**src/tsc_pkg.sv**
```systemverilog
/*
 * tsc_pkg: shared constants of the T1 status, mask and error counter bank.
 * Assumes a 10 MHz system clock and an APB master with 32-bit data.
 */
package tsc_pkg;

    // ------------------------------------------------------------------
    // register indices (byte address is four times the index)
    // ------------------------------------------------------------------
    localparam logic [5:0] IDX_EVENT_STATUS_TWO = 6'h21;
    localparam logic [5:0] IDX_LINE_COUNT_HIGH = 6'h23;
    localparam logic [5:0] IDX_LINE_COUNT_LOW = 6'h24;
    localparam logic [5:0] IDX_PATH_SYNC_SHARED = 6'h25;
    localparam logic [5:0] IDX_PATH_COUNT_LOW = 6'h26;
    localparam logic [5:0] IDX_SYNC_COUNT_LOW = 6'h27;
    localparam logic [5:0] IDX_ALARM_MASK = 6'h16;
    localparam logic [5:0] IDX_EVENT_MASK = 6'h17;
    localparam logic [5:0] IDX_COUNT_CONTROL = 6'h2C;

    // ------------------------------------------------------------------
    // field positions
    // ------------------------------------------------------------------
    localparam int BIT_RX_MULTIFRAME = 7;
    localparam int BIT_TX_MULTIFRAME = 6;
    localparam int BIT_ONE_SECOND = 5;
    localparam int BIT_RX_LINK_FULL = 4;
    localparam int BIT_TX_LINK_EMPTY = 3;
    localparam int BIT_RX_LINK_MATCH = 2;
    localparam int BIT_RX_LINK_ABORT = 1;
    // count control register fields
    localparam int BIT_ZERO_SUB = 0;
    localparam int BIT_ESF_SELECT = 1;
    localparam int BIT_ZERO_RUNS = 2;
    localparam int BIT_FS_ERRORS = 3;
    localparam int BIT_SYNC_MODE = 4;

    // ------------------------------------------------------------------
    // widths and reset values
    // ------------------------------------------------------------------
    localparam int LINE_W = 16;
    localparam int PATH_W = 12;
    localparam int SYNC_W = 12;
    localparam logic [7:0] MASK_RESET = 8'h00;
    localparam logic [7:0] STATUS_RESET = 8'h00;
    localparam logic [4:0] CONTROL_RESET = 5'h00;

    // ------------------------------------------------------------------
    // timing
    // ------------------------------------------------------------------
    localparam int CLK_PERIOD_NS = 100;
    localparam int ONE_SECOND_NS = 1000000000;
    localparam int SEC_CYCLES = ONE_SECOND_NS / CLK_PERIOD_NS;

endpackage : tsc_pkg

```
**src/tsc_status_counters.sv**
```systemverilog
/*
 * tsc_status_counters: status flags, interrupt masks and the three
 * per-second error counters of a T1 receiver, behind an APB slave.
 * Assumes all event inputs are one-cycle pulses from framer logic on
 * sys_clk_i, and the sync-lost and alarm inputs are levels on that clock.
 */
`timescale 1ns/1ns

module tsc_status_counters #(
    parameter int unsigned TICK_CYCLES = tsc_pkg::SEC_CYCLES
) (
    input wire logic sys_clk_i,
    input wire logic rstn_i,
    // APB slave
    input wire logic psel,
    input wire logic penable,
    input wire logic pwrite,
    input wire logic [7:0] paddr,
    input wire logic [31:0] pwdata,
    output logic [31:0] prdata,
    output logic pready,
    output logic pslverr,
    // alarm status levels of the first status group
    input wire logic [7:0] alarm_status_i,
    // event pulses for the second status group
    input wire logic rx_multiframe_flag_i,
    input wire logic tx_multiframe_flag_i,
    input wire logic rx_link_buffer_full_i,
    input wire logic tx_link_buffer_empty_i,
    input wire logic rx_link_match_i,
    input wire logic rx_link_abort_i,
    // line and framing error pulses, and the receive sync-lost level
    input wire logic bipolar_violation_i,
    input wire logic zero_sub_codeword_i,
    input wire logic zero_run16_i,
    input wire logic zero_run8_i,
    input wire logic crc6_error_i,
    input wire logic ft_error_i,
    input wire logic fs_error_i,
    input wire logic fps_error_i,
    input wire logic multiframe_oos_i,
    input wire logic rx_sync_lost_i,
    // interrupt outputs and the one-second tick output
    output logic first_interrupt_out_n_o,
    output logic second_interrupt_out_n_o,
    output logic one_second_tick_o
);

    // ------------------------------------------------------------------
    // registers
    // ------------------------------------------------------------------
    logic [7:0] alarm_interrupt_mask_reg;
    logic [7:0] event_interrupt_mask_reg;
    logic [7:0] event_status_two_reg;
    logic [7:0] event_status_two_next;
    logic [4:0] count_control_reg;
    logic [31:0] prdata_reg;
    logic [23:0] tick_cnt_reg;
    logic tick_reg;

    // ------------------------------------------------------------------
    // APB decode: access phase always completes in one cycle
    // ------------------------------------------------------------------
    wire logic [5:0] reg_idx = paddr[7:2];
    wire logic setup_ph = psel && !penable;
    wire logic access_ph = psel && penable;
    wire logic wr_acc = access_ph && pwrite;
    wire logic rd_acc = access_ph && !pwrite;

    // true when the index names a register of this block
    function automatic logic idx_mapped(input logic [5:0] idx);
        idx_mapped = (idx == tsc_pkg::IDX_EVENT_STATUS_TWO) ||
                     (idx == tsc_pkg::IDX_LINE_COUNT_HIGH) ||
                     (idx == tsc_pkg::IDX_LINE_COUNT_LOW) ||
                     (idx == tsc_pkg::IDX_PATH_SYNC_SHARED) ||
                     (idx == tsc_pkg::IDX_PATH_COUNT_LOW) ||
                     (idx == tsc_pkg::IDX_SYNC_COUNT_LOW) ||
                     (idx == tsc_pkg::IDX_ALARM_MASK) ||
                     (idx == tsc_pkg::IDX_EVENT_MASK) ||
                     (idx == tsc_pkg::IDX_COUNT_CONTROL);
    endfunction : idx_mapped

    wire logic hit_status2 = reg_idx == tsc_pkg::IDX_EVENT_STATUS_TWO;
    wire logic hit_mask1 = reg_idx == tsc_pkg::IDX_ALARM_MASK;
    wire logic hit_mask2 = reg_idx == tsc_pkg::IDX_EVENT_MASK;
    wire logic hit_ctrl = reg_idx == tsc_pkg::IDX_COUNT_CONTROL;
    wire logic unmapped = !idx_mapped(reg_idx);

    assign pready = 1'b1;
    assign pslverr = access_ph && unmapped;
    assign prdata = prdata_reg;

    // ------------------------------------------------------------------
    // control fields
    // ------------------------------------------------------------------
    wire logic zero_sub_on = count_control_reg[tsc_pkg::BIT_ZERO_SUB];
    wire logic esf_on = count_control_reg[tsc_pkg::BIT_ESF_SELECT];
    wire logic zero_runs_on = count_control_reg[tsc_pkg::BIT_ZERO_RUNS];
    wire logic fs_errs_on = count_control_reg[tsc_pkg::BIT_FS_ERRORS];
    wire logic oos_mode = count_control_reg[tsc_pkg::BIT_SYNC_MODE];

    // ------------------------------------------------------------------
    // one-second timer; the tick steers latching and the status flag
    // ------------------------------------------------------------------
    localparam logic [23:0] TICK_LAST = 24'(TICK_CYCLES - 1);
    wire logic tick_wrap = tick_cnt_reg == TICK_LAST;

    always_ff @(posedge sys_clk_i or negedge rstn_i) begin
        if (!rstn_i) begin
            tick_cnt_reg <= 24'h000000;
            tick_reg <= 1'b0;
        end else begin
            tick_cnt_reg <= tick_wrap ? 24'h000000 : tick_cnt_reg + 24'h000001;
            tick_reg <= tick_wrap;
        end
    end

    assign one_second_tick_o = tick_reg;

    // ------------------------------------------------------------------
    // counter increment selection
    // ------------------------------------------------------------------
    // a bipolar violation that belongs to a valid substitution word is
    // not a line error; the run length follows the substitution option
    wire logic bpv_counted = bipolar_violation_i &&
                             !(zero_sub_on && zero_sub_codeword_i);
    wire logic zero_run_hit = zero_sub_on ? zero_run8_i : zero_run16_i;
    wire logic line_inc = bpv_counted ||
                          (zero_runs_on && zero_run_hit);

    // path errors: CRC6 in extended mode, Ft (and Fs if asked) in D4
    wire logic path_err = esf_on ? crc6_error_i :
        (ft_error_i || (fs_errs_on && fs_error_i));
    wire logic path_inc = path_err && !rx_sync_lost_i;

    // sync counter: out-of-sync multiframes, or framing pattern errors
    wire logic frame_pat_err = esf_on ? fps_error_i : ft_error_i;
    wire logic sync_inc = oos_mode ? multiframe_oos_i :
                          (frame_pat_err && !rx_sync_lost_i);

    // ------------------------------------------------------------------
    // the three saturating counters, latched together on the tick
    // ------------------------------------------------------------------
    logic [tsc_pkg::LINE_W-1:0] line_violation_counter;
    logic [tsc_pkg::PATH_W-1:0] path_violation_counter;
    logic [tsc_pkg::SYNC_W-1:0] out_of_sync_counter;

    tsc_sat_counter #(.W(tsc_pkg::LINE_W)) u_line_cnt (
        .sys_clk_i(sys_clk_i),
        .rstn_i(rstn_i),
        .tick_i(tick_reg),
        .inc_i(line_inc),
        .count_o(line_violation_counter)
    );

    tsc_sat_counter #(.W(tsc_pkg::PATH_W)) u_path_cnt (
        .sys_clk_i(sys_clk_i),
        .rstn_i(rstn_i),
        .tick_i(tick_reg),
        .inc_i(path_inc),
        .count_o(path_violation_counter)
    );

    tsc_sat_counter #(.W(tsc_pkg::SYNC_W)) u_sync_cnt (
        .sys_clk_i(sys_clk_i),
        .rstn_i(rstn_i),
        .tick_i(tick_reg),
        .inc_i(sync_inc),
        .count_o(out_of_sync_counter)
    );

    // ------------------------------------------------------------------
    // second status flags: sticky, set regardless of mask, cleared by
    // reading; an event in the reading cycle survives the clear
    // ------------------------------------------------------------------
    wire logic [7:0] status2_events = {
        rx_multiframe_flag_i, tx_multiframe_flag_i, tick_reg,
        rx_link_buffer_full_i, tx_link_buffer_empty_i,
        rx_link_match_i, rx_link_abort_i, 1'b0
    };
    wire logic status2_clear = rd_acc && hit_status2;

    // a read clears only the flags it reported: a flag set during the
    // setup cycle missed the read data and must survive the clear
    wire logic [7:0] status2_seen = status2_clear ? prdata_reg[7:0] : 8'h00;

    assign event_status_two_next = status2_events |
        (event_status_two_reg & ~status2_seen);

    // ------------------------------------------------------------------
    // read data mux, sampled in the setup cycle for the access phase
    // ------------------------------------------------------------------
    logic [7:0] rd_byte;
    always_comb begin
        rd_byte = 8'h00;
        unique case (reg_idx)
            tsc_pkg::IDX_EVENT_STATUS_TWO: rd_byte = event_status_two_reg;
            tsc_pkg::IDX_LINE_COUNT_HIGH:
                rd_byte = line_violation_counter[15:8];
            tsc_pkg::IDX_LINE_COUNT_LOW:
                rd_byte = line_violation_counter[7:0];
            tsc_pkg::IDX_PATH_SYNC_SHARED:
                rd_byte = {out_of_sync_counter[11:8],
                    path_violation_counter[11:8]};
            tsc_pkg::IDX_PATH_COUNT_LOW:
                rd_byte = path_violation_counter[7:0];
            tsc_pkg::IDX_SYNC_COUNT_LOW:
                rd_byte = out_of_sync_counter[7:0];
            tsc_pkg::IDX_ALARM_MASK: rd_byte = alarm_interrupt_mask_reg;
            tsc_pkg::IDX_EVENT_MASK: rd_byte = event_interrupt_mask_reg;
            tsc_pkg::IDX_COUNT_CONTROL: rd_byte = {3'h0, count_control_reg};
            default: rd_byte = 8'h00;
        endcase
    end

    // ------------------------------------------------------------------
    // register writes and status update
    // ------------------------------------------------------------------
    always_ff @(posedge sys_clk_i or negedge rstn_i) begin
        if (!rstn_i) begin
            alarm_interrupt_mask_reg <= tsc_pkg::MASK_RESET;
            event_interrupt_mask_reg <= tsc_pkg::MASK_RESET;
            count_control_reg <= tsc_pkg::CONTROL_RESET;
            event_status_two_reg <= tsc_pkg::STATUS_RESET;
            prdata_reg <= 32'h00000000;
        end else begin
            event_status_two_reg <= event_status_two_next;
            if (setup_ph) begin
                prdata_reg <= {24'h000000, rd_byte};
            end
            if (wr_acc && hit_mask1) begin
                alarm_interrupt_mask_reg <= pwdata[7:0];
            end
            if (wr_acc && hit_mask2) begin
                // the unassigned low bit is kept at zero
                event_interrupt_mask_reg <= {pwdata[7:1], 1'b0};
            end
            if (wr_acc && hit_ctrl) begin
                count_control_reg <= pwdata[4:0];
            end
        end
    end

    // ------------------------------------------------------------------
    // interrupt outputs, active low, only enabled sources pull them down
    // ------------------------------------------------------------------
    wire logic alarm_pending = |(alarm_status_i & alarm_interrupt_mask_reg);
    wire logic event_pending =
        |(event_status_two_reg[7:1] & event_interrupt_mask_reg[7:1]);

    assign first_interrupt_out_n_o = !alarm_pending;
    assign second_interrupt_out_n_o = !event_pending;

    // ------------------------------------------------------------------
    // checks
    // ------------------------------------------------------------------
    chk_second_interrupt_out_pending: assert property (@(posedge sys_clk_i)
        disable iff (!rstn_i)
        (rx_link_buffer_full_i &&
         event_interrupt_mask_reg[tsc_pkg::BIT_RX_LINK_FULL])
        |=> !second_interrupt_out_n_o)
        else $error("enabled link full did not assert interrupt");

    chk_flag_unmasked: assert property (@(posedge sys_clk_i)
        disable iff (!rstn_i)
        rx_link_abort_i |=> event_status_two_reg[tsc_pkg::BIT_RX_LINK_ABORT])
        else $error("event flag not set while masked");

    chk_masked_quiet: assert property (@(posedge sys_clk_i)
        disable iff (!rstn_i)
        (alarm_interrupt_mask_reg == 8'h00) |-> first_interrupt_out_n_o)
        else $error("alarm interrupt asserted while all masked");

    chk_sec_flag: assert property (@(posedge sys_clk_i)
        disable iff (!rstn_i)
        tick_reg |=> event_status_two_reg[tsc_pkg::BIT_ONE_SECOND])
        else $error("one-second flag not set on tick");

    chk_path_halt: assert property (@(posedge sys_clk_i)
        disable iff (!rstn_i) rx_sync_lost_i |-> !path_inc)
        else $error("path counter incremented while unsynced");

    chk_line_unsynced: assert property (@(posedge sys_clk_i)
        disable iff (!rstn_i)
        (rx_sync_lost_i && bipolar_violation_i && !zero_sub_on) |-> line_inc)
        else $error("line counter stopped while unsynced");

    chk_oos_mode: assert property (@(posedge sys_clk_i)
        disable iff (!rstn_i)
        (oos_mode && multiframe_oos_i) |-> sync_inc)
        else $error("out-of-sync multiframe not counted");

    chk_mask2_low: assert property (@(posedge sys_clk_i)
        disable iff (!rstn_i)
        (wr_acc && hit_mask2) |=>
        event_interrupt_mask_reg == {$past(pwdata[7:1]), 1'b0})
        else $error("event mask write not stored");

    chk_apb_unmapped: assert property (@(posedge sys_clk_i)
        disable iff (!rstn_i) (access_ph && unmapped) |->
        (pslverr && prdata == 32'h00000000))
        else $error("unmapped access without error or with data");

    chk_tick_spacing: assert property (@(posedge sys_clk_i)
        disable iff (!rstn_i) tick_reg |=> !tick_reg)
        else $error("tick longer than one cycle");

    chk_flag_kept: assert property (@(posedge sys_clk_i)
        disable iff (!rstn_i)
        (status2_clear && event_status_two_reg[tsc_pkg::BIT_RX_LINK_ABORT] &&
         !prdata_reg[tsc_pkg::BIT_RX_LINK_ABORT]) |=>
        event_status_two_reg[tsc_pkg::BIT_RX_LINK_ABORT])
        else $error("unreported flag lost by status read");

    chk_status_clear: assert property (@(posedge sys_clk_i)
        disable iff (!rstn_i)
        (status2_clear && prdata_reg[tsc_pkg::BIT_RX_LINK_ABORT] &&
         !rx_link_abort_i) |=>
        !event_status_two_reg[tsc_pkg::BIT_RX_LINK_ABORT])
        else $error("reported flag not cleared by status read");

    chk_mask1_write: assert property (@(posedge sys_clk_i)
        disable iff (!rstn_i)
        (wr_acc && hit_mask1) |=>
        alarm_interrupt_mask_reg == $past(pwdata[7:0]))
        else $error("alarm mask write not stored");

    chk_sync_halt: assert property (@(posedge sys_clk_i)
        disable iff (!rstn_i) (!oos_mode && rx_sync_lost_i) |-> !sync_inc)
        else $error("sync counter counted pattern errors unsynced");

    chk_second_interrupt_out_quiet: assert property (@(posedge sys_clk_i)
        disable iff (!rstn_i)
        (event_interrupt_mask_reg == 8'h00) |-> second_interrupt_out_n_o)
        else $error("event interrupt asserted while all masked");

endmodule : tsc_status_counters

```
**src/tsc_sat_counter.sv**
```systemverilog
/*
 * tsc_sat_counter: saturating event counter with a latch loaded on a tick.
 * Assumes inc_i and tick_i are one-cycle pulses on sys_clk_i.
 */
`timescale 1ns/1ns
module tsc_sat_counter #(
    parameter int W = 16
) (
    input wire logic sys_clk_i,
    input wire logic rstn_i,
    input wire logic tick_i,
    input wire logic inc_i,
    output logic [W-1:0] count_o
);

    logic [W-1:0] run_reg;
    logic [W-1:0] run_next;
    logic [W-1:0] latch_reg;
    wire logic at_max = &run_reg;

    // --------------------------------------------------------------
    // running count; an event on the tick starts the new second at one
    // --------------------------------------------------------------
    assign run_next = tick_i ? {{(W-1){1'b0}}, inc_i} :
                      (inc_i && !at_max) ? run_reg + 1'b1 : run_reg;

    always_ff @(posedge sys_clk_i or negedge rstn_i) begin
        if (!rstn_i) begin
            run_reg <= '0;
            latch_reg <= '0;
        end else begin
            run_reg <= run_next;
            if (tick_i) begin
                latch_reg <= run_reg;
            end
        end
    end

    assign count_o = latch_reg;

    // --------------------------------------------------------------
    // checks
    // --------------------------------------------------------------
    chk_cnt_saturate: assert property (@(posedge sys_clk_i)
        disable iff (!rstn_i) (at_max && !tick_i) |=> (&run_reg))
        else $error("counter left its maximum without a tick");
    chk_cnt_latch: assert property (@(posedge sys_clk_i)
        disable iff (!rstn_i) tick_i |=> count_o == $past(run_reg))
        else $error("latched count differs from last second");

endmodule : tsc_sat_counter

```
**config.mk**
```make
export PLATFORM = sky130hd
export DESIGN_NAME = tsc_status_counters
export DESIGN_NICKNAME = d
export VERILOG_FILES = /design/src/tsc_pkg.sv /design/src/tsc_status_counters.sv /design/src/tsc_sat_counter.sv
export SDC_FILE = /design/constraint.sdc
export NUM_CORES = 1
export LEC_CHECK = 0
export BUFFER_PORTS_ARGS = -buffer_cell sky130_fd_sc_hd__buf_4
export CORE_UTILIZATION = 40
export CTS_CLUSTER_DIAMETER = 30
export DETAILED_ROUTE_END_ITERATION = 10
export GPL_TIMING_DRIVEN = 0
export PLACE_DENSITY_LB_ADDON = 0.12
export SLEW_MARGIN = 20
export SYNTH_ARGS = -nofsm -noshare
export SYNTH_HDL_FRONTEND = slang
export SYNTH_SLANG_ARGS = --single-unit
export TNS_END_PERCENT = 10
```
**constraint.sdc**
```tcl
create_clock -name sys_clk_i -period 2.4 [get_ports sys_clk_i]
set_input_delay 0.24 -clock sys_clk_i [delete_from_list [all_inputs] [get_ports sys_clk_i]]
set_output_delay 0.24 -clock sys_clk_i [all_outputs]
set_load 0.005 [all_outputs]
```
# Word level (Yosys, flattened, before mapping)
# Index checks and enable logic that the tools add are counted.
word_totals:
  input_bits: 69
  output_inout_bits: 37
  reg_bits: 141
  wordCells: 91
  memories: 0
  rom_bits: 0
  ram_bits: 0
  latch_bits: 0
classes:
  n_mux: 13
  bitwise: 5
  div_mod_pow: 0
  reduce_logical: 46
  addsub: 4
  n_eq_ne: 10
  multipliers: 0
  shifts: 0
  magnitude_cmp: 0
op_table:
  columns: ["cell", "count"]
  rows:
  - ["case mux 8 bit (9 select lines)", 1]
  - ["two-way mux 12 bit", 4]
  - ["== test 6 bit (second input constant)", 7]
  - ["two-way mux 16 bit", 2]
  - ["adder 12 x 1 -> 12 bit (second input constant)", 2]
  - ["adder 24 x 1 -> 24 bit (second input constant)", 1]
  - ["== test 24 bit (second input constant)", 1]
  - ["two-way mux 24 bit", 1]
  - ["AND reduction 12 bit", 2]
  - ["logical AND 1 bit", 18]
  - ["adder 16 x 1 -> 16 bit (second input constant)", 1]
  - ["AND 8 bit", 2]
  - ["AND reduction 16 bit", 1]
  - ["== test 6 x 5 -> 1 bit (second input constant)", 2]
  - ["logical NOT 1 bit", 10]
  - ["logical OR 1 bit", 10]
  - ["two-way mux 8 bit", 1]
  - ["inverter 8 bit", 1]
  - ["OR 8 bit", 1]
  - ["OR reduction 8 bit", 1]
  - ["AND 7 bit", 1]
  - ["OR reduction 7 bit", 1]
  - ["nonzero test 2 bit", 3]
  - ["two-way mux 1 bit", 4]

# Longest topological paths before layout
# Gate-level depths: netlist of run 1.
logic_depth:
  depth_word: 11
  ltp_mapped: 7
  depth_no_buf: 6

# Cells and area by module
# Synthesis of run 1 repeated with hierarchy kept, for this count alone.
unflattened:
  cells_unflattened: 676
  area_unflattened_um2: 7403.4
by_module_without_submodules:
  columns: ["mod", "area_per_inst_um2", "seq_area_each_um2", "cells_per_inst", "n_inst"]
  rows:
  - ["tsc_status_counters", 3636.0, 1526.5, 354, 1]
  - ["tsc_sat_counter at u_line_cnt", 1520.2, 800.8, 131, 1]
  - ["tsc_sat_counter at u_path_cnt", 1141.1, 600.6, 96, 1]
  - ["tsc_sat_counter at u_sync_cnt", 1106.1, 600.6, 95, 1]

# Worst setup path before layout of run 1
# No wires, ideal clock.
synth_path:
  path_type: "register -> register"
  from: "register u_line_cnt.run_reg[0]"
  to: "register u_line_cnt.run_reg[13]"
  arrival_time_ns: 1.783
  required_time_ns: 2.275
  setup_slack_ns: 0.492
  synth_period_minus_slack_ns: 1.908
  setup_ns: 0.125
  n_path_buf: 1
  path_stages_with_launch: 8
  path_cell_list: "dfrtp_1 ha_1 nand4_1 nor4_4 or2_0 buf_2 nor4_1 mux2_2"
synth_via:
  elab_chain_cells: 4
  word_cells_on_any_way: 7
  classes_between: "add/sub: 1; mux: 2; reduce/logical: 4"
synth_lines:
  columns: ["element", "line", "source"]
  rows:
  - ["from (decl)", "tsc_sat_counter.sv:16", "logic [W-1:0] run_reg;"]
  - ["from (signal assigned)", "tsc_sat_counter.sv:32", "run_reg <= run_next;"]
  - ["branches (longest 4 deep; another with adder 16 x 1 -> 16 bit)", null, null]
# Several ways; the timed one is not identified. The select of a mux whose other input is x is not followed.
# A chain may end at the register's enable or synchronous reset.

# Worst setup path in the final report of run 1
layout_path:
  from: "register u_line_cnt.run_reg[0]"
  to: "register u_line_cnt.run_reg[15]"
# Same word-level chain as after synthesis.

==> results of run 1 <==
==> layer usage <==
layer	vias to the layer above	wire [µm]	global-route usage, %
li1	2548	-	-
met1	2665	8250	27.6
met2	110	7930	30.1
met3	20	620	4.15
met4	0	257	6.62
met5	-	0	0
==> area by class of cell <==
type / instances / area, µm² / area share, %
Inverter: 7 / 26.3 / 0.306
Clock buffer: 17 / 425 / 4.95
Tap cell: 225 / 282 / 3.28
Buffer: 49 / 289 / 3.37
Clock inverter: 15 / 163 / 1.89
Timing Repair Buffer: 62 / 510 / 5.95
Multi-Input combinational cell: 484 / 3360 / 39.2
Sequential cell: 141 / 3530 / 41.1
==> path summary, 6_finish.rpt <==
path,startpoint,depth (start not counted),to
setup / recovery,u_line_cnt.run_reg[0],7,u_line_cnt.run_reg[15]
hold reg to reg,tick_cnt_reg[23],1,tick_cnt_reg[23]
setup reg to reg,u_line_cnt.run_reg[0],7,u_line_cnt.run_reg[15]
max in group asynchronous,rstn_i,3,u_path_cnt.count_o[10]
min in group asynchronous,rstn_i,2,u_line_cnt.run_reg[7]
hold / removal,pwdata[5],2,alarm_interrupt_mask_reg[5]
==> worst max-delay path: stages (launching register included) <==
cell and delay (ns):
dfrtp_1 0.43, ha_1 0.25, nand4_1 0.14, nor4_4 0.09
or2_0 0.20, buf_2 0.16, nor4_1 0.36, mux2_2 0.38
==> power by group <==
part | internal, mW | switching [mW]
logic | 0.372 | 0.404
registers | 2.56 | 0.254
clock network | 1.54 | 1.07
total | 4.48 | 1.73
==> cells in the final DEF, fill, tap and decap left out, types with 4 or more instances in the layout <==
| master | count |
|---|---|
| dfrtp_1 | 141 |
| buf_4 | 78 |
| mux2_2 | 64 |
| nor2_1 | 57 |
| nand2_1 | 38 |
| nand3_1 | 37 |
| xor2_1 | 25 |
| conb_1 | 25 |
| nand4_1 | 21 |
| xnor2_1 | 19 |
| and3_1 | 18 |
| clkbuf_16 | 17 |
| a21oi_1 | 16 |
| mux2i_1 | 15 |
| o21ai_0 | 15 |
| nor4_1 | 10 |
| clkbuf_1 | 9 |
| nor3_1 | 9 |
| nor2b_1 | 9 |
| a21o_1 | 9 |
| a22oi_1 | 9 |
| nand2b_1 | 8 |
| and4_1 | 8 |
| buf_2 | 8 |
| and2_1 | 7 |
| inv_1 | 7 |
| dlygate4sd3_1 | 7 |
| buf_1 | 6 |
| a22o_1 | 6 |
| nand3b_1 | 5 |
| a211oi_1 | 5 |
| a31oi_1 | 4 |
| ha_1 | 4 |
| clkinvlp_4 | 4 |
==> cell families after synthesis <==
logic type / share of synthesized area (%)
AO/OA/AOI/OAI: 8.07
other: 0.106
buffers and inverters: 4.41
adder cells (fa/ha/maj): 0.703
multiplexers: 12.9
flip-flops: 49.6
AND/OR/NAND/NOR: 18.9
XOR/XNOR: 5.41
==> repair_timing <==
| action | in CTS | in global routing |
|---|---|---|
| endpoints found under the setup margin | 0 | 8 |
| endpoints found under the hold margin | 50 | 0 |
| resized for setup | 0 | 2 |
| hold buffers | 7 | 0 |
==> metrics by stage <==
stage                     hold slack [ns]  cells
after floorplan                   -0.0556    681
after global placement              0.420    960
after detailed placement            0.161    961
after CTS                          0.0387   1000
after global routing               0.0466   1000
final                              0.0538   1000
==> flow_metrics.tcl, run 1 <==
set metrics [dict create \
    ys_top_cells_by_count "dfrtp_1, mux2_2, nor2_1, nand2_1, nand3_1" \
    cts_tree "done" \
    synth.yosys.seq_area_share_pct 49.6 \
    grt.total_usage_pct 19.7 \
    timing_worst_setup_path_type "flip-flop to flip-flop" \
    finalWirelength_um 17100 \
    largest_reg_flops 24 \
    grt_pass1_vias 5195 \
    drt_first_iter_violations 335 \
    rsz0062_at_grt "false" \
    final-max-slew-violation-count 0 \
    insertion_delay_ns 0.42 \
    post_syn_instances 658 \
    netlist_top_cells_area "dfrtp_1, mux2_2, xor2_1" \
    grt_remaining_overflow 0 \
    antenna_cells_inserted 0 \
    worst_ep_required_time_ns 2.70 \
    clk_pin_slew_worst_paths_ns 0.06 \
    design_area_um2 8590 \
    outcome "finished clean" \
    die_area_um2 18300 \
    start_util_pct 41.0 \
    post-synth-top-area-fraction_pct 49.6 \
    number_of_buffers_created_by_cts 17 \
    worstPathMaxFanout 7 \
    num-fill-cells 1589 \
    cp.arrival_ns 2.42 \
    drt.antenna.violating_nets 0 \
    ys_seq_elements 141 \
    maxSlewHeadroom_pct 48.1 \
    routed_wire_length_per_instance_um 17.1 \
    cts_max_path_buffers 2 \
    p_per_area_nw_per_um2 723 \
    htree_levels 4 \
    fin_crit_ns 2.12 \
    final.setup_skew_ns 0.00741 \
    core_area_um2 17400 \
    final_setup_violations 0 \
    placement_rows 48 \
    dpl_cell_area_um2 7930 \
    achievable-frequency_ghz 0.473 \
    r2r_setup_slack_ns 0.28 \
    vias 5343 \
    syn_avg_cell_area_um2 10.8 \
    dp_worst_setup_slack_ns 0.0900 \
    fin_ws_ns 0.284 \
    dp.final_hpwl_um 12500 \
    worst_pin_slew_ns 0.771 \
    power.static_leakage_nw 3.97 \
    first_pass_iters 5 \
    cts.repair_timing.setup_buffer_count 0 \
    clock-sinks 141 \
    largest_net_degree_at_the_start_of_global_routing 98 \
    die_height_um 135 \
    endpoint_kind "flip-flop" \
    syn-cell-area_um2 7120 \
    finalCritPeriodShare_pct 88.2 \
    wire_length_of_the_first_global_routing_pass_um 27600 \
    synth_most_common_cell "dfrtp_1" \
    post-layout-total-power_mw 6.21 \
    cts_root_buf "clkbuf_16" \
    synth_flop_cell "dfrtp_1" \
    synth_cell_types 59 \
    remaining_drc_errors 0 \
    die_w_um 135 \
    number_of_antenna_violations_at_the_first_check_in_global_routing 0 \
    ys_async_sr_fraction_pct 100 \
    irDropWorstVdd_v 0.000517 \
    drt-vias-per-instance 5.34 \
    fin_util_pct 49.5 \
    place.gp.congestion 0.874 \
    tns_ns 0 \
    yosysTopAreaCell "dfrtp_1" \
    worst_setup_path_start_kind "flip-flop" \
    drive_gt1_share_pct 25.3 \
    port_buffers 54 \
    area_delta_synth_final_pct 20.6 \
    pin_count 106 \
    worst_hold_path_type "primary input to flip-flop" \
    maxCapViolCount 0 \
    final_hold_viol_count 0 \
    yosysWarningCount 0 \
    final_nets 835 \
    number_of_synthesized_flops_with_an_enable_pin 0 \
]
(Power assumes the default switching activity.)
==> run 2: changes to the inputs <==
Settings changed: PLACE_DENSITY from default to 0.62, PLACE_DENSITY_LB_ADDON 0.12 to default.
==> run 2 against run 1 <==
Against the previous run:
- clock power shrank 6%
- largest cell class unchanged
- critical endpoint is now u_line_cnt.run_reg[13]
- sequential share of layout area grew 0.33 points
- routed wire length grew 0.80%
- total power shrank 2.5%
- non-clock buffer count shrank 3
- final cell count shrank 0.40%
- critical path type unchanged
- register-to-register slack lost 0.09 ns
==> flow_metrics.tcl, run 2 (synthesized netlist as in run 1, its figures left out) <==
set metrics [dict create \
    outcome "finished clean" \
    drive_gt1_share_pct 25.0 \
    power.static_leakage_nw 3.94 \
    remaining_drc_errors 0 \
    start_util_pct 41.0 \
    cts_max_path_buffers 2 \
    clock-sinks 141 \
    worst_hold_path_type "primary input to flip-flop" \
    timing_worst_setup_path_type "flip-flop to flip-flop" \
    routed_wire_length_per_instance_um 17.3 \
    most_frequent_standard_cell_in_the_layout_excluding_fill_and_tap_cells "dfrtp_1" \
    final_setup_violations 0 \
    achievable-frequency_ghz 0.453 \
    irDropWorstVdd_v 0.000502 \
    comb_power_share_pct 12.8 \
    die_w_um 135 \
    endpoint_kind "flip-flop" \
    cp.arrival_ns 2.51 \
    dp_worst_setup_slack_ns 0.227 \
    post_cts_resized 0 \
    grt_remaining_overflow 0 \
    cts.repair_timing.setup_buffer_count 0 \
    largest_net_degree_at_the_start_of_global_routing 79 \
    number_of_buffers_created_by_cts 17 \
    placed_cells 961 \
    largest_reg_flops 24 \
    port_buffers 54 \
    first_pass_iters 4 \
    p_per_area_nw_per_um2 710 \
    worst_setup_path_start_kind "flip-flop" \
    die_area_um2 18300 \
    dp.final_hpwl_um 12600 \
    antenna_cells_inserted 0 \
    sw_frac_of_total_pct 27.3 \
    drt-vias-per-instance 5.45 \
    cts_tree "done" \
    wire_length_of_the_first_global_routing_pass_um 28200 \
    placement_rows 48 \
    worst_hold_slack_ns 0.0184 \
    htree_levels 4 \
    vias 5425 \
    rsz0062_at_grt "false" \
    hold_path_depth 2 \
    final_cell_mix "dfrtp_1, buf_4, mux2_2, nor2_1, nand2_1" \
    fin_ws_ns 0.192 \
    final_hold_viol_count 0 \
    maxSlewHeadroom_pct 48.1 \
    maxCapViolCount 0 \
    pin_count 106 \
    drt.antenna.violating_nets 0 \
    final_cells 996 \
    final-max-slew-violation-count 0 \
    die_height_um 135 \
    seqPwrFrac_pct 46.5 \
    power_switching_mw 1.65 \
    post-layout-total-power_mw 6.05 \
    final.setup_skew_ns 0.00822 \
    place.gp.congestion 0.879 \
    clock_power_share_pct 40.7 \
    drt_first_iter_violations 275 \
    worst_pin_slew_ns 0.771 \
    insertion_delay_ns 0.41 \
    grt_pass1_vias 5404 \
    crit-reg2reg-capture "u_line_cnt.run_reg[13]" \
    fin_crit_ns 2.21 \
    source_of_the_worst_hold_timing_path "rx_multiframe_flag_i" \
    crit-reg2reg-launch "u_line_cnt.run_reg[0]" \
    cts_root_buf "clkbuf_16" \
    tns_ns 0 \
    core_area_um2 17400 \
    grt.total_usage_pct 20.1 \
    clk_pin_slew_worst_paths_ns 0.06 \
    final_nets 832 \
    finalWirelength_um 17200 \
    worst_ep_required_time_ns 2.70 \
    cell_internal_pwr_mw 4.40 \
    r2r_setup_slack_ns 0.19 \
    worstPathMaxFanout 7 \
    area_delta_synth_final_pct 19.7 \
    finalCritPeriodShare_pct 92.0 \
    number_of_antenna_violations_at_the_first_check_in_global_routing 0 \
    timing.hold.worst_endpoint "event_status_two_reg[7]" \
    r2r_cells 7 \
]
==> run 2: cell count changes in the layout (fill, tap and decap cells not counted), sizes merged <==
cell and change:
clkbuf +3, dlygate4sd3 -3, inv -3, bufinv -1
==> run 2: per-layer routing <==
| metal | GRT usage [%] | up-vias | routed length (µm) |
|---|---|---|---|
| li1 | - | 2545 | - |
| met1 | 26.9 | 2732 | 7940 |
| met2 | 32.0 | 122 | 8240 |
| met3 | 4.64 | 26 | 740 |
| met4 | 6.74 | 0 | 274 |
| met5 | 0 | - | 0 |
==> run 2: cell type report <==
cell class	instances	area (µm²)
fillers	1571	8840
flip-flops and latches	141	3530
multi-input cells	484	3360
repair buffers	59	480
clock buffers	20	457
plain buffers	49	288
well taps	225	282
clock inverters	11	93.8
inverters	7	26.3
==> run 2: power by group through the flow <==
stage	combinational [mW]	sequential [mW]	clock, mW
finish	0.775	2.81	2.46
floorplan	0.517	2.76	0
detailed placement	0.765	2.85	0
CTS	0.775	2.81	2.51
global route	0.877	2.84	2.62
global placement	0.736	2.84	0
==> run 2: through the flow <==
stage	cell area [µm²]	util (%)
3_3_place_gp	7890	45.5
5_1_grt	8520	49.1
3_5_place_dp	7930	45.7
6_report	8520	49.1
4_1_cts	8520	49.1
2_1_floorplan	7200	-
==> run 2: how the worst max path moves through the flow <==
stage	startpoint	to	cells past startpoint
floorplan	u_line_cnt.run_reg[0]	u_line_cnt.run_reg[13]	7
global placement	one_second_tick_o	u_line_cnt.run_reg[10]	4
detailed placement	u_line_cnt.run_reg[0]	u_line_cnt.run_reg[13]	7
CTS	u_line_cnt.run_reg[0]	u_line_cnt.run_reg[13]	7
global route	u_line_cnt.run_reg[0]	u_line_cnt.run_reg[13]	7
finish	u_line_cnt.run_reg[0]	u_line_cnt.run_reg[13]	7
==> run 2: critical path, stage by stage, from the launching register on <==
cell     delay, ns
dfrtp_1       0.42
ha_1          0.25
nand4_1       0.14
nor4_4        0.09
or2_0         0.21
buf_2         0.16
nor4_1        0.43
mux2_2        0.39
==> run 2: what timing repair did <==
item,CTS,global route
endpoints found under the hold margin,66,0
endpoints found under the setup margin,0,0
hold buffers,4,0
==> run 3: changes to the inputs <==
Settings changed: PLACE_DENSITY 0.62 to default.
==> run 3 against run 2 <==
Against the previous run:
- worst setup slack gained 0.037 ns
- critical path depth is the same
- sequential power is essentially flat
==> flow_metrics.tcl, run 3 (synthesized netlist as in run 1, its figures left out) <==
set metrics [dict create \
    worst_hold_path_type "primary input to flip-flop" \
    final_nets 833 \
    source_of_the_worst_hold_timing_path "rx_link_abort_i" \
    fin_crit_ns 2.17 \
    pin_count 106 \
    first_pass_iters 5 \
    start_util_pct 41.0 \
    critical-path-max-stage-delay_ns 0.42 \
    finalCritPeriodShare_pct 90.5 \
    final_hold_viol_count 0 \
    antenna_cells_inserted 0 \
    timing_worst_setup_path_type "flip-flop to flip-flop" \
    number_of_buffers_created_by_cts 17 \
    final.setup_skew_ns 0.0122 \
    die_w_um 135 \
    wire_length_of_the_first_global_routing_pass_um 27800 \
    dp.final_hpwl_um 12500 \
    largest_net_degree_at_the_start_of_global_routing 96 \
    final_setup_violations 0 \
    final_cell_mix "dfrtp_1, buf_4, mux2_2, nor2_1, nand2_1" \
    remaining_drc_errors 0 \
    clock_power_share_pct 41.8 \
    irDropWorstVdd_v 0.000540 \
    worst_pin_slew_ns 0.783 \
    crit-reg2reg-capture "u_line_cnt.run_reg[13]" \
    grt_pass1_vias 5323 \
    routed_wire_length_per_instance_um 17.2 \
    achievable-frequency_ghz 0.461 \
    p_per_area_nw_per_um2 720 \
    area_delta_synth_final_pct 20.2 \
    tns_ns 0 \
    die_height_um 135 \
    rsz0062_at_grt "false" \
    outcome "finished clean" \
    finalWirelength_um 17200 \
    crit_path_start "u_line_cnt.run_reg[0]" \
    r2r_setup_slack_ns 0.23 \
    largest_reg_flops 24 \
    htree_levels 4 \
    cts_root_buf "clkbuf_16" \
    sw_frac_of_total_pct 28.7 \
    die_area_um2 18300 \
    worst_hold_slack_ns 0.0166 \
    drt_first_iter_violations 366 \
    critPathCapture "u_line_cnt.run_reg[13]" \
    cts_tree "done" \
    drt.antenna.violating_nets 0 \
    r2r_cells 7 \
    grt.total_usage_pct 19.9 \
    cts_max_path_buffers 2 \
    comb_power_share_pct 12.5 \
    maxSlewHeadroom_pct 47.3 \
    clock-sinks 141 \
    cp.arrival_ns 2.47 \
    port_buffers 54 \
    worstPathMaxFanout 7 \
    core_area_um2 17400 \
    power.static_leakage_nw 3.96 \
    crit_path_cell_trace "ha_1, nand4_1, nor4_4, or2_0, buf_2, nor4_1, mux2_2" \
    final-max-slew-violation-count 0 \
    cell_internal_pwr_mw 4.39 \
    most_frequent_standard_cell_in_the_layout_excluding_fill_and_tap_cells "dfrtp_1" \
    number_of_antenna_violations_at_the_first_check_in_global_routing 0 \
    drt-vias-per-instance 5.44 \
    worst_setup_path_start_kind "flip-flop" \
    endpoint_kind "flip-flop" \
    grt_remaining_overflow 0 \
    drive_gt1_share_pct 25.4 \
    placement_rows 48 \
    power_switching_mw 1.77 \
    slowest_stage "dfrtp_1" \
    maxCapViolCount 0 \
    worst_ep_required_time_ns 2.70 \
    insertion_delay_ns 0.43 \
    crit-reg2reg-launch "u_line_cnt.run_reg[0]" \
    place.gp.congestion 0.920 \
    seqPwrFrac_pct 45.7 \
    vias 5426 \
    clk_pin_slew_worst_paths_ns 0.06 \
]
==> run 3: worst max-delay path: cells and delay by family (launching register included) <==
family / cells / cell delay (ns)
buf+inv: 1 / 0.16
flops: 1 / 0.42
fa+ha+maj: 1 / 0.25
mux: 1 / 0.38
simple gates: 4 / 0.85
==> run 3: worst min-delay path by stage <==
| stage | to | slack [ns] | cells after the start |
|---|---|---|---|
| floorplan | alarm_interrupt_mask_reg[0] | -0.06 | 0 |
| global placement | event_status_two_reg[4] | 0.42 | 2 |
| detailed placement | u_line_cnt.run_reg[7] | 0.16 | 1 |
| CTS | event_status_two_reg[1] | 0.002 | 2 |
| global route | event_status_two_reg[3] | 0.004 | 2 |
| finish | event_status_two_reg[1] | 0.02 | 2 |
==> run 3: what timing repair did <==
item	4_1_cts	5_1_grt
setup buffers	0	0
endpoints found under the hold margin	50	0
gates resized for setup	0	2
setup endpoints to repair	0	2
hold buffers	5	0
==> run 3: cell type report <==
cell class                 count  area [µm²]
clock buffer                  17         425
multi-input combinational    484        3360
clock inverter                15         150
tap                          225         282
inverter                       7        26.3
fill                        1580        8800
buffer                        49         289
sequential                   141        3530
timing repair buffer          60         490
==> run 3: through the flow <==
| stage | std cells | total power [mW] | util (%) | cell area, µm² | worst slack [ns] |
|---|---|---|---|---|---|
| 6_report | 998 | 6.16 | 49.3 | 8550 | 0.229 |
| 3_5_place_dp | 961 | 3.61 | 45.7 | 7930 | 0.189 |
| 2_1_floorplan | 681 | 3.28 | - | 7200 | 0.492 |
| 5_1_grt | 998 | 6.45 | 49.3 | 8550 | 0.131 |
| 3_3_place_gp | 960 | 3.58 | 45.5 | 7890 | 0.189 |
| 4_1_cts | 998 | 6.21 | 49.3 | 8550 | 0.173 |
==> run 3: routing by layer <==
layer	part of all wire, %	global-route usage (%)	vias up
met4	1.5	6.24	0
li1	-	-	2544
met2	49	31.8	150
met1	45	26.3	2709
met5	0	0	-
met3	4.4	5.39	23
==> run 3: power groups by stage <==
stage                     registers, mW  logic [mW]  clock network [mW]
after floorplan                    2.76       0.517                   0
after global placement             2.84       0.737                   0
after detailed placement           2.85       0.763                   0
after CTS                          2.81       0.773                2.62
after global routing               2.84       0.880                2.73
final                              2.81       0.772                2.57
